### src/logic/chs_params.svh
`ifndef CHS_PARAMS_SVH
`define CHS_PARAMS_SVH
// Register indices; the byte address is the index shifted left by two.
`define CHS_IDX_ONE 30'h0000_001C
`define CHS_IDX_TWO 30'h0000_001D
`define CHS_IDX_THREE 30'h0000_001E
`define CHS_ADDR_SHIFT 2
`define CHS_LANE_ZERO 2'h0
// Reset and padding values.
`define CHS_RST_BYTE 8'h00
`define CHS_PAD_ZERO 24'h00_0000
`define CHS_RDATA_ZERO 32'h0000_0000
// Field positions of the first status register.
`define CHS_PHASE_HI 7
`define CHS_PHASE_LO 5
`define CHS_SRC_HI 4
`define CHS_SRC_LO 1
`define CHS_DET_BIT 0
// Field positions of the second status register.
`define CHS_OPT_HI 7
`define CHS_OPT_LO 6
`define CHS_RSV2_HI 5
`define CHS_RSV2_LO 3
`define CHS_TREG_BIT 2
`define CHS_DPDM_BIT 1
`define CHS_BAT_BIT 0
// Field positions of the third status register.
`define CHS_PAIR2_BIT 7
`define CHS_PAIR1_BIT 6
`define CHS_DONE_BIT 5
`define CHS_MINSYS_BIT 4
`define CHS_FAST_BIT 3
`define CHS_TRICKLE_BIT 2
`define CHS_PRE_BIT 1
`define CHS_RSV3_BIT 0
// Codes that are reserved or forced.
`define CHS_PHASE_RSVD 3'h5
`define CHS_SRC_NONE 4'h0
`define CHS_SRC_REVERSE 4'h7
`define CHS_SRC_RSVD_9 4'h9
`define CHS_SRC_RSVD_A 4'hA
`define CHS_SRC_RSVD_LO 4'hD
`define CHS_OPT_RSVD 2'h3
`endif

### src/logic/chs_pkg.sv
`default_nettype none
package chs_pkg;

  // Status levels arriving from the charger core.
  typedef struct packed {
    logic [2:0] charge_phase;
    logic [3:0] input_source_type;
    logic port_detect_complete;
    logic [1:0] current_optimizer_state;
    logic thermal_regulation_flag;
    logic data_line_detect_running;
    logic battery_undervoltage_release;
    logic blocking_pair_two_fitted;
    logic blocking_pair_one_fitted;
    logic conversion_done;
    logic oneshot_mode;
    logic forward_mode;
    logic sys_held_at_min;
    logic fast_charge_timer_expired;
    logic trickle_timer_expired;
    logic precharge_timer_expired;
    logic reverse_mode_hot_fault;
    logic reverse_mode_cold_fault;
  } chs_status_in_type;

  // Register selected by a bus address.
  typedef enum logic [1:0] {
    CHS_SEL_NONE = 2'b00,
    CHS_SEL_ONE = 2'b01,
    CHS_SEL_TWO = 2'b10,
    CHS_SEL_THREE = 2'b11
  } chs_sel_type;

  // Whole state of the bank.
  typedef struct packed {
    chs_status_in_type sync1;
    chs_status_in_type sync2;
    logic done_prev;
    logic [7:0] stat_one;
    logic [7:0] stat_two;
    logic [7:0] stat_three;
    logic [31:0] hrdata;
  } chs_state_type;

endpackage : chs_pkg
`default_nettype wire

### src/logic/chs_status_bank.sv
// How it works
// - Charge phase in bits 7-5 of first register, codes 0 to 4.
// - Phase reads 6 top-off, 7 terminated; code 5 never reported.
// - Input source in bits 4-1, codes 1 to 6 for detected ports.
// - Source 7 reverse, 8 unqualified, B bus, C backup; others reserved.
// - Source reads 0 with no input or reverse-mode hot/cold fault.
// - Bit 0 of first register shows port detection complete.
// - Optimizer state in bits 7-6 of second register; code 3 reserved.
// - Bit 2 of second register shows thermal regulation.
// - Bit 1 of second register set only while data-line detection runs.
// - Bit 0 of second register shows battery present.
// - Bits 7 and 6 of third register show blocking pairs fitted.
// - Bit 5 of third register flags one-shot conversion complete.
// - Bit 4 set in forward mode while system held at minimum.
// - Bit 3 of third register shows fast-charge timer expired.
// - Bit 2 of third register shows trickle timer expired.
// - Bit 1 of third register shows pre-charge timer expired.
// - All registers read-only and zero after reset.
//
// Chosen here: register access over AHB-Lite.
`include "chs_params.svh"
`timescale 1ns/1ps
`default_nettype none

module chs_status_bank (
  input wire logic hclk,
  input wire logic hresetn,
  input wire logic clk_en,
  input wire logic hsel,
  input wire logic [31:0] haddr,
  input wire logic [1:0] htrans,
  input wire logic hwrite,
  input wire logic [2:0] hsize,
  input wire logic [31:0] hwdata,
  input wire logic hready,
  output logic hreadyout,
  output logic hresp,
  output logic [31:0] hrdata,
  input wire chs_pkg::chs_status_in_type status_raw_in,
  output logic [7:0] status_one,
  output logic [7:0] status_two,
  output logic [7:0] status_three
);

  // ----------------------------------------
  // Decoding functions
  // ----------------------------------------

  // Maps a byte address onto one of the three registers.
  function automatic chs_pkg::chs_sel_type reg_sel(input logic [31:0] a);
    chs_pkg::chs_sel_type s;
    s = chs_pkg::CHS_SEL_NONE;
    if (a[1:0] == `CHS_LANE_ZERO) begin
      if (a[31:`CHS_ADDR_SHIFT] == `CHS_IDX_ONE) begin
        s = chs_pkg::CHS_SEL_ONE;
      end else if (a[31:`CHS_ADDR_SHIFT] == `CHS_IDX_TWO) begin
        s = chs_pkg::CHS_SEL_TWO;
      end else if (a[31:`CHS_ADDR_SHIFT] == `CHS_IDX_THREE) begin
        s = chs_pkg::CHS_SEL_THREE;
      end
    end
    return s;
  endfunction : reg_sel

  // True for input source codes that are never reported.
  function automatic logic src_reserved(input logic [3:0] c);
    return (c == `CHS_SRC_RSVD_9) || (c == `CHS_SRC_RSVD_A) || (c >= `CHS_SRC_RSVD_LO);
  endfunction : src_reserved

  // ----------------------------------------
  // State and bus decode
  // ----------------------------------------

  chs_pkg::chs_state_type st_r;
  chs_pkg::chs_state_type st_nxt;
  chs_pkg::chs_status_in_type cur;
  chs_pkg::chs_sel_type sel;
  logic accept;
  logic rd_accept;
  logic rd_three;
  logic rev_fault;
  logic done_pulse;

  // A transfer is taken only on an enabled cycle with hready high.
  assign accept = hsel && htrans[1] && hready && clk_en;
  assign rd_accept = accept && !hwrite;
  assign sel = reg_sel(haddr);
  assign rd_three = rd_accept && (sel == chs_pkg::CHS_SEL_THREE);

  // The synchronised status levels feed every register.
  assign cur = st_r.sync2;
  assign rev_fault = (cur.input_source_type == `CHS_SRC_REVERSE) &&
                     (cur.reverse_mode_hot_fault || cur.reverse_mode_cold_fault);
  assign done_pulse = cur.conversion_done && !st_r.done_prev && cur.oneshot_mode;

  // ----------------------------------------
  // Next-state logic
  // ----------------------------------------

  // Fills the next state; nothing moves while the clock enable is low.
  always_comb begin
    st_nxt = st_r;
    if (clk_en) begin
      st_nxt.sync1 = status_raw_in;
      st_nxt.sync2 = st_r.sync1;
      st_nxt.done_prev = cur.conversion_done;

      if (cur.charge_phase != `CHS_PHASE_RSVD) begin
        st_nxt.stat_one[`CHS_PHASE_HI:`CHS_PHASE_LO] = cur.charge_phase;
      end

      if (rev_fault) begin
        st_nxt.stat_one[`CHS_SRC_HI:`CHS_SRC_LO] = `CHS_SRC_NONE;
      end else if (!src_reserved(cur.input_source_type)) begin
        st_nxt.stat_one[`CHS_SRC_HI:`CHS_SRC_LO] = cur.input_source_type;
      end

      st_nxt.stat_one[`CHS_DET_BIT] = cur.port_detect_complete;

      if (cur.current_optimizer_state != `CHS_OPT_RSVD) begin
        st_nxt.stat_two[`CHS_OPT_HI:`CHS_OPT_LO] = cur.current_optimizer_state;
      end

      st_nxt.stat_two[`CHS_RSV2_HI:`CHS_RSV2_LO] = '0;
      st_nxt.stat_three[`CHS_RSV3_BIT] = 1'b0;

      st_nxt.stat_two[`CHS_TREG_BIT] = cur.thermal_regulation_flag;
      st_nxt.stat_two[`CHS_DPDM_BIT] = cur.data_line_detect_running;
      st_nxt.stat_two[`CHS_BAT_BIT] = cur.battery_undervoltage_release;

      st_nxt.stat_three[`CHS_PAIR2_BIT] = cur.blocking_pair_two_fitted;
      st_nxt.stat_three[`CHS_PAIR1_BIT] = cur.blocking_pair_one_fitted;

      // One-shot completion flag.
      // A read clears it, a new completion in the same cycle wins, and it
      // reads zero whenever the converter is not in one-shot mode.
      if (!cur.oneshot_mode) begin
        st_nxt.stat_three[`CHS_DONE_BIT] = 1'b0;
      end else if (done_pulse) begin
        st_nxt.stat_three[`CHS_DONE_BIT] = 1'b1;
      end else if (rd_three) begin
        st_nxt.stat_three[`CHS_DONE_BIT] = 1'b0;
      end

      st_nxt.stat_three[`CHS_MINSYS_BIT] = cur.forward_mode && cur.sys_held_at_min;
      st_nxt.stat_three[`CHS_FAST_BIT] = cur.fast_charge_timer_expired;
      st_nxt.stat_three[`CHS_TRICKLE_BIT] = cur.trickle_timer_expired;
      st_nxt.stat_three[`CHS_PRE_BIT] = cur.precharge_timer_expired;

      // Reads only; writes ignored.
      // The read word is latched at the address phase and shown in the
      // data phase; unmapped addresses read as zero.
      if (rd_accept) begin
        unique case (sel)
          chs_pkg::CHS_SEL_ONE: st_nxt.hrdata = {`CHS_PAD_ZERO, st_r.stat_one};
          chs_pkg::CHS_SEL_TWO: st_nxt.hrdata = {`CHS_PAD_ZERO, st_r.stat_two};
          chs_pkg::CHS_SEL_THREE: st_nxt.hrdata = {`CHS_PAD_ZERO, st_r.stat_three};
          chs_pkg::CHS_SEL_NONE: st_nxt.hrdata = `CHS_RDATA_ZERO;
        endcase
      end
    end
  end

  // ----------------------------------------
  // State register
  // ----------------------------------------

  always_ff @(posedge hclk or negedge hresetn) begin
    if (!hresetn) begin
      st_r <= '0;
    end else begin
      st_r <= st_nxt;
    end
  end

  // ----------------------------------------
  // Outputs
  // ----------------------------------------

  // Zero wait states; a frozen clock enable stretches the transfer.
  assign hreadyout = clk_en;
  assign hresp = 1'b0;
  assign hrdata = st_r.hrdata;
  assign status_one = st_r.stat_one;
  assign status_two = st_r.stat_two;
  assign status_three = st_r.stat_three;
endmodule : chs_status_bank
`default_nettype wire

### config.mk
export PLATFORM = sky130hd
export DESIGN_NAME = chs_status_bank
export DESIGN_NICKNAME = d
export VERILOG_FILES = /design/src/logic/chs_pkg.sv /design/src/logic/chs_status_bank.sv
export VERILOG_INCLUDE_DIRS = /design/src /design/src/logic
export SDC_FILE = /design/constraint.sdc
export NUM_CORES = 1
export LEC_CHECK = 0
export BUFFER_PORTS_ARGS = -buffer_cell sky130_fd_sc_hd__buf_4
export CORE_ASPECT_RATIO = 0.7
export CORE_MARGIN = 8
export CORE_UTILIZATION = 30
export CTS_BUF_LIST = sky130_fd_sc_hd__clkbuf_4
export DETAILED_ROUTE_END_ITERATION = 8
export SYNTH_ARGS = -nofsm -noshare
export SYNTH_HDL_FRONTEND = slang
export SYNTH_SLANG_ARGS = --single-unit
export TNS_END_PERCENT = 100
### constraint.sdc
create_clock -name hclk -period 1.8 [get_ports hclk]
set_clock_uncertainty 0.15 [all_clocks]
set_input_delay 0.36 -clock hclk [delete_from_list [all_inputs] [get_ports hclk]]
set_output_delay 0.36 -clock hclk [all_outputs]
set_load 0.02 [all_outputs]
==> metrics list, run 1 <==
* Core region area: 11,800 µm²
* Cell leakage power: 2.14 nW
* Final max-slew violation count: 0
* Routed wire length: 8610 µm
- Register area share after synthesis: 53.0%
* Kind of path behind the tightest hold check: in -> reg
- Cells fill 39.1% of the core in the end.
* Count leader, synth: dfrtp_1
* Leading area contributor after synthesis: dfrtp_1
- Unique masters post-synth: 36
* Cell-by-cell trace of the critical path: buf_4
- Number of I/O pins: 157
- The internal power of the cells totals 2.72 mW.
- Once the floorplan was initialized, standard cells occupied 30.9% of the core.
- The H-tree generated during clock tree synthesis spans 3 levels.
* Synthesized netlist cell count: 301
* Final HPWL DP: 6780 µm
* CP Data Arrival Time: 1.08 ns
* Buffers on Ports: 91
* Area of the die: 15,900 µm²
- The floorplan step set the die width to 148 µm.
- Power spent charging and discharging nets: 1.23 mW
* Post-route DRC violation count: 0
- The floorplan has 33 rows.
- RSZ-0062 raised after global routing: no
- CTS tree: yes
- Number of optimization iterations in the first detailed-route pass: 4
- Buffer count from post-CTS setup fixing: 0
* Synth warnings: 0
- In this run the remaining antenna-violating nets after routing total 0.
* Count of buffering cells on the critical path with inverters included: 1
- Leading cell types by total area after synthesis: dfrtp_1 53%, mux2_2 16%, buf_4 12%
- Fin Hold WS: 0.0501 ns
* Fmax: 0.630 GHz
* Startpoint types: flip-flop
* Run status: complete, no violations
* Power Dens Cells: 859 nW/µm²
* Overall track demand over capacity in global routing: 10.9%
- Counting every sink on the clock net gives 77.
* Residual overflow from global routing: 0
- After layout, the worst setup slack is 0.212 ns.
- Largest voltage drop on the vdd net: 0.000560 V
* Startpoint of the worst setup timing path: status_two[1]
- The largest single stage delay on the critical path is 0.47 ns.
- FF-to-FF Start: cur[18]
* Via total after detailed routing: 2,413
- After synthesis the cells add up to 3630 µm².
- Portion of synthesized cell area occupied by the leading cell type: 53.0%
- Slowest cell on crit path: dfrtp_1
* Net switching fraction of the power: 31.1%
- Setup violations remaining at the end of the flow were counted as 0.
- Relative to the synthesized area, the layout overhead comes to 26.7%.
* Pin count of the biggest net entering global routing: 33
- Critical path type: reg -> out
- The number of clock buffers added by TritonCTS is 9.
- In this run, synthesis inferred 0 flip-flops with an integrated enable.
- Initial antenna violation count: 1
* Source-to-sink clock delay at the later pin of the worst-skew pair: 0.41 ns
- In this run the worst path has a maximum fanout of 3.
- In this run, synthesis produced a sequential element count of 77.
- PnR Total Power: 3.96 mW
- Overall die height: 108 µm
- The first global-routing pass estimated 13,700 µm of wire.
- Clk root buf: clkbuf_4
- The congestion estimate from routability-driven global placement came to 0.799.
* Final period demand of the worst path: 1.59 ns
* Synthesized area per cell: 12.1 µm²
- In the final layout, the multi-input gates occupy 1280 µm².
- The via count of the first global-routing pass was 2,612.
- Pre-CTS WS: -0.0521 ns
- The most used flip-flop cell after synthesis is dfrtp_1.
- Fill cell count: 1,146
* Capturing element type of the critical path: output port
- Detailed-route wire length per cell: 15.4 µm
* Final Hold Viols: 0
- The final layout contains 494 nets.
* Max Buffers Root-to-Sink: 2
* Layout cells sized above 1: 43.0%
- Flip-flop and latch area: 1930 µm²
* Worst Tran Pin Value: 0.498 ns
- The share of total power dissipated in combinational logic is 23.3%.
* Average vias per placed instance: 4.32
* Clock transition at the registers of the reported paths: 0.13 ns
* Hold Path Origin: clk_en
- Post-synth top cells: 77 x dfrtp_1, 58 x buf_4, 53 x mux2_2, 21 x nand2_1, 12 x o21ai_0
- Max-Slew Margin vs Limit: 66.5%
- Among cell families on the critical path, the largest total delay comes from flip-flops.
- Post-synth ARST share: 100%
* Violation count after the first detailed-route iteration: 65
* Data required, critical path: 1.29 ns
- Final period util: 88.2%
- Clk network pwr share: 22.5%
- Seq pwr share: 54.1%
* Maximum Capacitance Violations: 0
* Resize count post-CTS: 0
[repair_timing]
item / 4_1_cts / 5_1_grt
setup endpoints to repair: 0 / 0
hold endpoints to repair: 54 / 0
hold buffers: 25 / 0
[routing by layer]
layer / part of all wire (%) / track usage (%) / vias to the layer above
met4: 1.1 / 3.05 / 0
met1: 45 / 13.1 / 1155
met3: 10 / 5.21 / 10
li1: - / - / 1157
met5: 0 / 0 / -
met2: 44 / 17.3 / 91
[registers in the layout, summed over array words and instances (netlist names)]
name	count
status_three	7
hrdata	8
status_one	8
st_r	25
cur	24
status_two	5
[power groups by stage]
stage | Combinational, mW | Clock (mW) | Sequential, mW
6_report | 0.922 | 0.891 | 2.14
5_1_grt | 1.00 | 0.998 | 2.18
4_1_cts | 0.935 | 0.946 | 2.15
3_5_place_dp | 0.889 | 0 | 2.18
3_3_place_gp | 0.873 | 0 | 2.17
2_1_floorplan | 0.689 | 0 | 2.10
[per-stage QoR]
step | cells | cell area (µm²) | TNS, ns
final | 558 | 4610 | 0
after CTS | 557 | 4600 | 0
after global placement | 516 | 4240 | -0.0158
after global routing | 558 | 4610 | 0
after detailed placement | 516 | 4240 | -0.234
after floorplan | 329 | 3740 | 0
[kinds of logic (layout without fill, tap and decap cells)]
group	count (synthesis)	after routing	synth area share (%)
buffers and inverters	80	151	14.6
flip-flops	77	77	53.0
multiplexers	61	61	18.6
AND/OR/NAND/NOR	54	54	8.61
AO/OA/AOI/OAI	28	28	5.06
other	1	30	0.103
[area by class of cell]
| type | instances | area share [%] |
|---|---|---|
| Sequential cell | 77 | 41.8 |
| Multi-Input combinational cell | 172 | 27.8 |
| Timing Repair Buffer | 124 | 22.7 |
| Tap cell | 157 | 4.26 |
| Clock buffer | 10 | 1.63 |
| Inverter | 11 | 0.896 |
| Clock inverter | 6 | 0.842 |
| Antenna cell | 1 | 0.0543 |
[path summary, 6_finish.rpt]
| check | to | slack [ns] | cells after the start |
|---|---|---|---|
| max | status_two[1] | 0.21 | 1 |
| min | status_three[6] | 0.05 | 2 |
| max reg2reg | status_one[1] | 0.38 | 4 |
| min reg2reg | cur[17] | 0.36 | 2 |
| max in group asynchronous | cur[2] | 0.62 | 3 |
| min in group asynchronous | hrdata[5] | 0.27 | 2 |
[cells in the final DEF, fill, tap and decap left out, types with 2 or more instances in the layout]
master	instances
buf_4	95
dfrtp_1	77
mux2_2	53
conb_1	29
dlygate4sd3_1	25
nand2_1	21
o21ai_0	12
inv_1	11
clkbuf_4	10
nor2_1	9
mux2i_1	8
nor4_1	7
nand4_1	4
buf_12	4
o211ai_1	3
o31ai_1	3
clkinvlp_4	3
a21oi_1	2
a2bb2oi_1	2
and4_1	2
nand3_1	2
clkinv_1	2
Power figures use the tool's default switching activity.
==> inputs of run 2 (changes only) <==
==> constraint.sdc (replaced) <==
create_clock -name hclk -period 1.8 [get_ports hclk]
set_clock_uncertainty 0.15 [all_clocks]
set_input_delay 0.09 -clock hclk [delete_from_list [all_inputs] [get_ports hclk]]
set_output_delay 0.09 -clock hclk [all_outputs]
set_load 0.02 [all_outputs]
==> run 2 against run 1 <==
  * Via count rose by 1.1%
  * Clock power fell by 2%
  * Sequential power hardly changed
  * Critical path type is now in -> reg
  * Non-clock buffer count rose by 4
  * Routed wire length about the same
  * Largest power group unchanged
  * Utilization grew 0.13 points
  * Hold slack worse by 0.018 ns
  * Count of clock-buffer cells in the layout unchanged
  * Fmax decreased by 5.1%
==> metrics list, run 2 (synthesis results as in run 1) <==
- Count of antenna diodes in the layout: 0
* Number of optimization iterations in the first detailed-route pass: 4
* Critical path type: in -> reg
- The final route contains 2,439 vias.
* Final period demand of the worst path: 1.67 ns
- Setup TNS Final: 0 ns
- Detailed-route wire length per cell: 15.4 µm
- The total count of max-transition violations in the final report was 0.
- Run status: complete, no violations
- CP Data Arrival Time: 1.87 ns
- Final setup violation count: 0
- Cells with a size suffix above 1 make up 41.4% of the layout.
* Area of all placed cells without fillers: 4620 µm²
* RSZ-0062 raised after global routing: no
* Final HPWL DP: 6510 µm
- Worst Tran Pin Value: 0.554 ns
- In this run the remaining antenna-violating nets after routing total 0.
- Area of the die: 15,900 µm²
- Pin placement for this block handled 157 I/O pins.
* Overall die height: 108 µm
- Compared with the post-synthesis result, the final layout area differs by 27.2%.
- First-pass GRT wire length: 13,700 µm
* Number of standard-cell rows in the floorplan: 33
- Routed wire length: 8610 µm
- The cell sitting at the root of the clock tree is a clkbuf_4.
* Buffer count from post-CTS setup fixing: 0
- Largest voltage drop on the vdd net: 0.000363 V
- The number of clock buffers added by TritonCTS is 9.
- Max Buffers Root-to-Sink: 2
- Vias in the first global route: 2,495
- At the end of routability-driven placement, the weighted congestion stood at 0.776.
* Most frequent cells in the layout: 92 x buf_4, 77 x dfrtp_1, 53 x mux2_2, 34 x dlygate4sd3_1, 29 x conb_1
- TritonCTS built the clock tree.
* Number of flip-flops in the largest register: 25
* Power Dens Cells: 852 nW/µm²
- The worst pin sits at a relative slew slack of 62.7%.
- Maximum fanout encountered on the critical timing path: 7
- Clock-pin slew was measured on the worst setup and hold paths at 0.13 ns.
- Sinks on the clock net: 77
- Final Hold Viols: 0
* Number of nets in the layout: 498
- In this run, the number of DRC markers left after iteration 0 of detailed routing was 102.
- Starting utilization of the core area: 30.9%
* Cell leakage power: 2.14 nW
- For the worst setup path, the data required time is 2.00 ns.
- Standard cell area after detailed placement: 4180 µm²
- Max-cap violations in this run came to 0.
* Horiz. Die Dim: 148 µm
- Global routing used 11.0% of the available tracks.
* Pin count of the biggest net entering global routing: 43
* Startpoint types: primary input
- Kind of path behind the tightest hold check: in -> async
* Capturing element type of the critical path: flip-flop
- After global routing the overflow that remains totals 0.
- Fmax: 0.598 GHz
- Buffers on Ports: 91
- The library cell used most frequently in the layout, excluding fill and tap cells, is buf_4.
* CTS H-tree lvls: 3
- The number of antenna violations at the first check in global routing was 0.
- Register containing the most flip-flops in the final layout: st_r
- Final period util: 92.9%
- Average vias per placed instance: 4.36
* Core region area: 11,800 µm²
- Post-route DRC violation count: 0
- The later pin in the worst-skew pair is clocked with a latency of 0.43 ns.
## run 2: cell count changes in the layout (fill, tap and decap cells not counted), sizes merged
cell | before | now
dlygate4sd3 | 25 | 34
buf | 99 | 94
clkinv | 2 | 3
clkinvlp | 3 | 2
diode | 1 | 0
inv | 12 | 11
## run 2: metrics by stage
stage | hold slack [ns] | total power [mW] | instances | utilization (%) | setup slack, ns
floorplan | -0.356 | 2.79 | 329 | - | 0.471
detailed placement | -0.0300 | 3.05 | 511 | 35.5 | 0.226
finish | 0.0319 | 3.94 | 560 | 39.3 | 0.128
CTS | 0.0266 | 4.00 | 560 | 39.3 | 0.135
global route | 0.0478 | 4.19 | 560 | 39.3 | 0.0338
global placement | -0.0333 | 3.02 | 511 | 35.5 | 0.261
## run 2: final timing paths
| path | start | end | slack (ns) | depth (start not counted) |
|---|---|---|---|---|
| worst max-delay path | haddr[7] | hrdata[3] | 0.13 | 6 |
| worst min-delay path | hresetn | cur[6] | 0.03 | 2 |
| worst max register to register | st_r[88] | st_r[88] | 0.32 | 2 |
| worst min register to register | cur[9] | status_three[6] | 0.34 | 2 |
| max in group asynchronous | hresetn | status_two[1] | 0.86 | 3 |
| min in group hclk | haddr[6] | hrdata[0] | 0.08 | 5 |
## run 2: layout make-up
cell class	count	area [µm²]
fill	1167	7150
tap	157	196
sequential	77	1930
inverter	11	41.3
timing repair buffer	128	1070
clock inverter	5	28.8
multi-input combinational	172	1280
clock buffer	10	75.1
## run 2: where the power goes
part | leakage [nW] | internal [mW] | total (mW) | switching, mW
sequential | 0.928 | 1.96 | 2.14 | 0.177
combinational | 1.16 | 0.475 | 0.925 | 0.450
clock | 0.0557 | 0.283 | 0.877 | 0.594
## run 2: layer usage
metal	part of all wire (%)	wire length (µm)	global-route usage, %	up-vias
met5	0	0	0	-
met4	0.92	79	2.61	0
met3	8.7	746	5.30	11
met2	43	3690	16.7	97
met1	48	4090	14.1	1175
li1	-	-	-	1156
## run 2: timing repair
| action | in CTS | in global routing |
|---|---|---|
| hold buffers | 34 | 0 |
| gates resized for setup | 0 | 0 |
| hold endpoints to repair | 115 | 0 |
## run 2: worst max-delay path: stages
cell and delay (ns):
dlygate4sd3_1 0.53, buf_4 0.13, or4b_4 0.58, nor2_4 0.15, nand4_4 0.17, o21ai_0 0.21
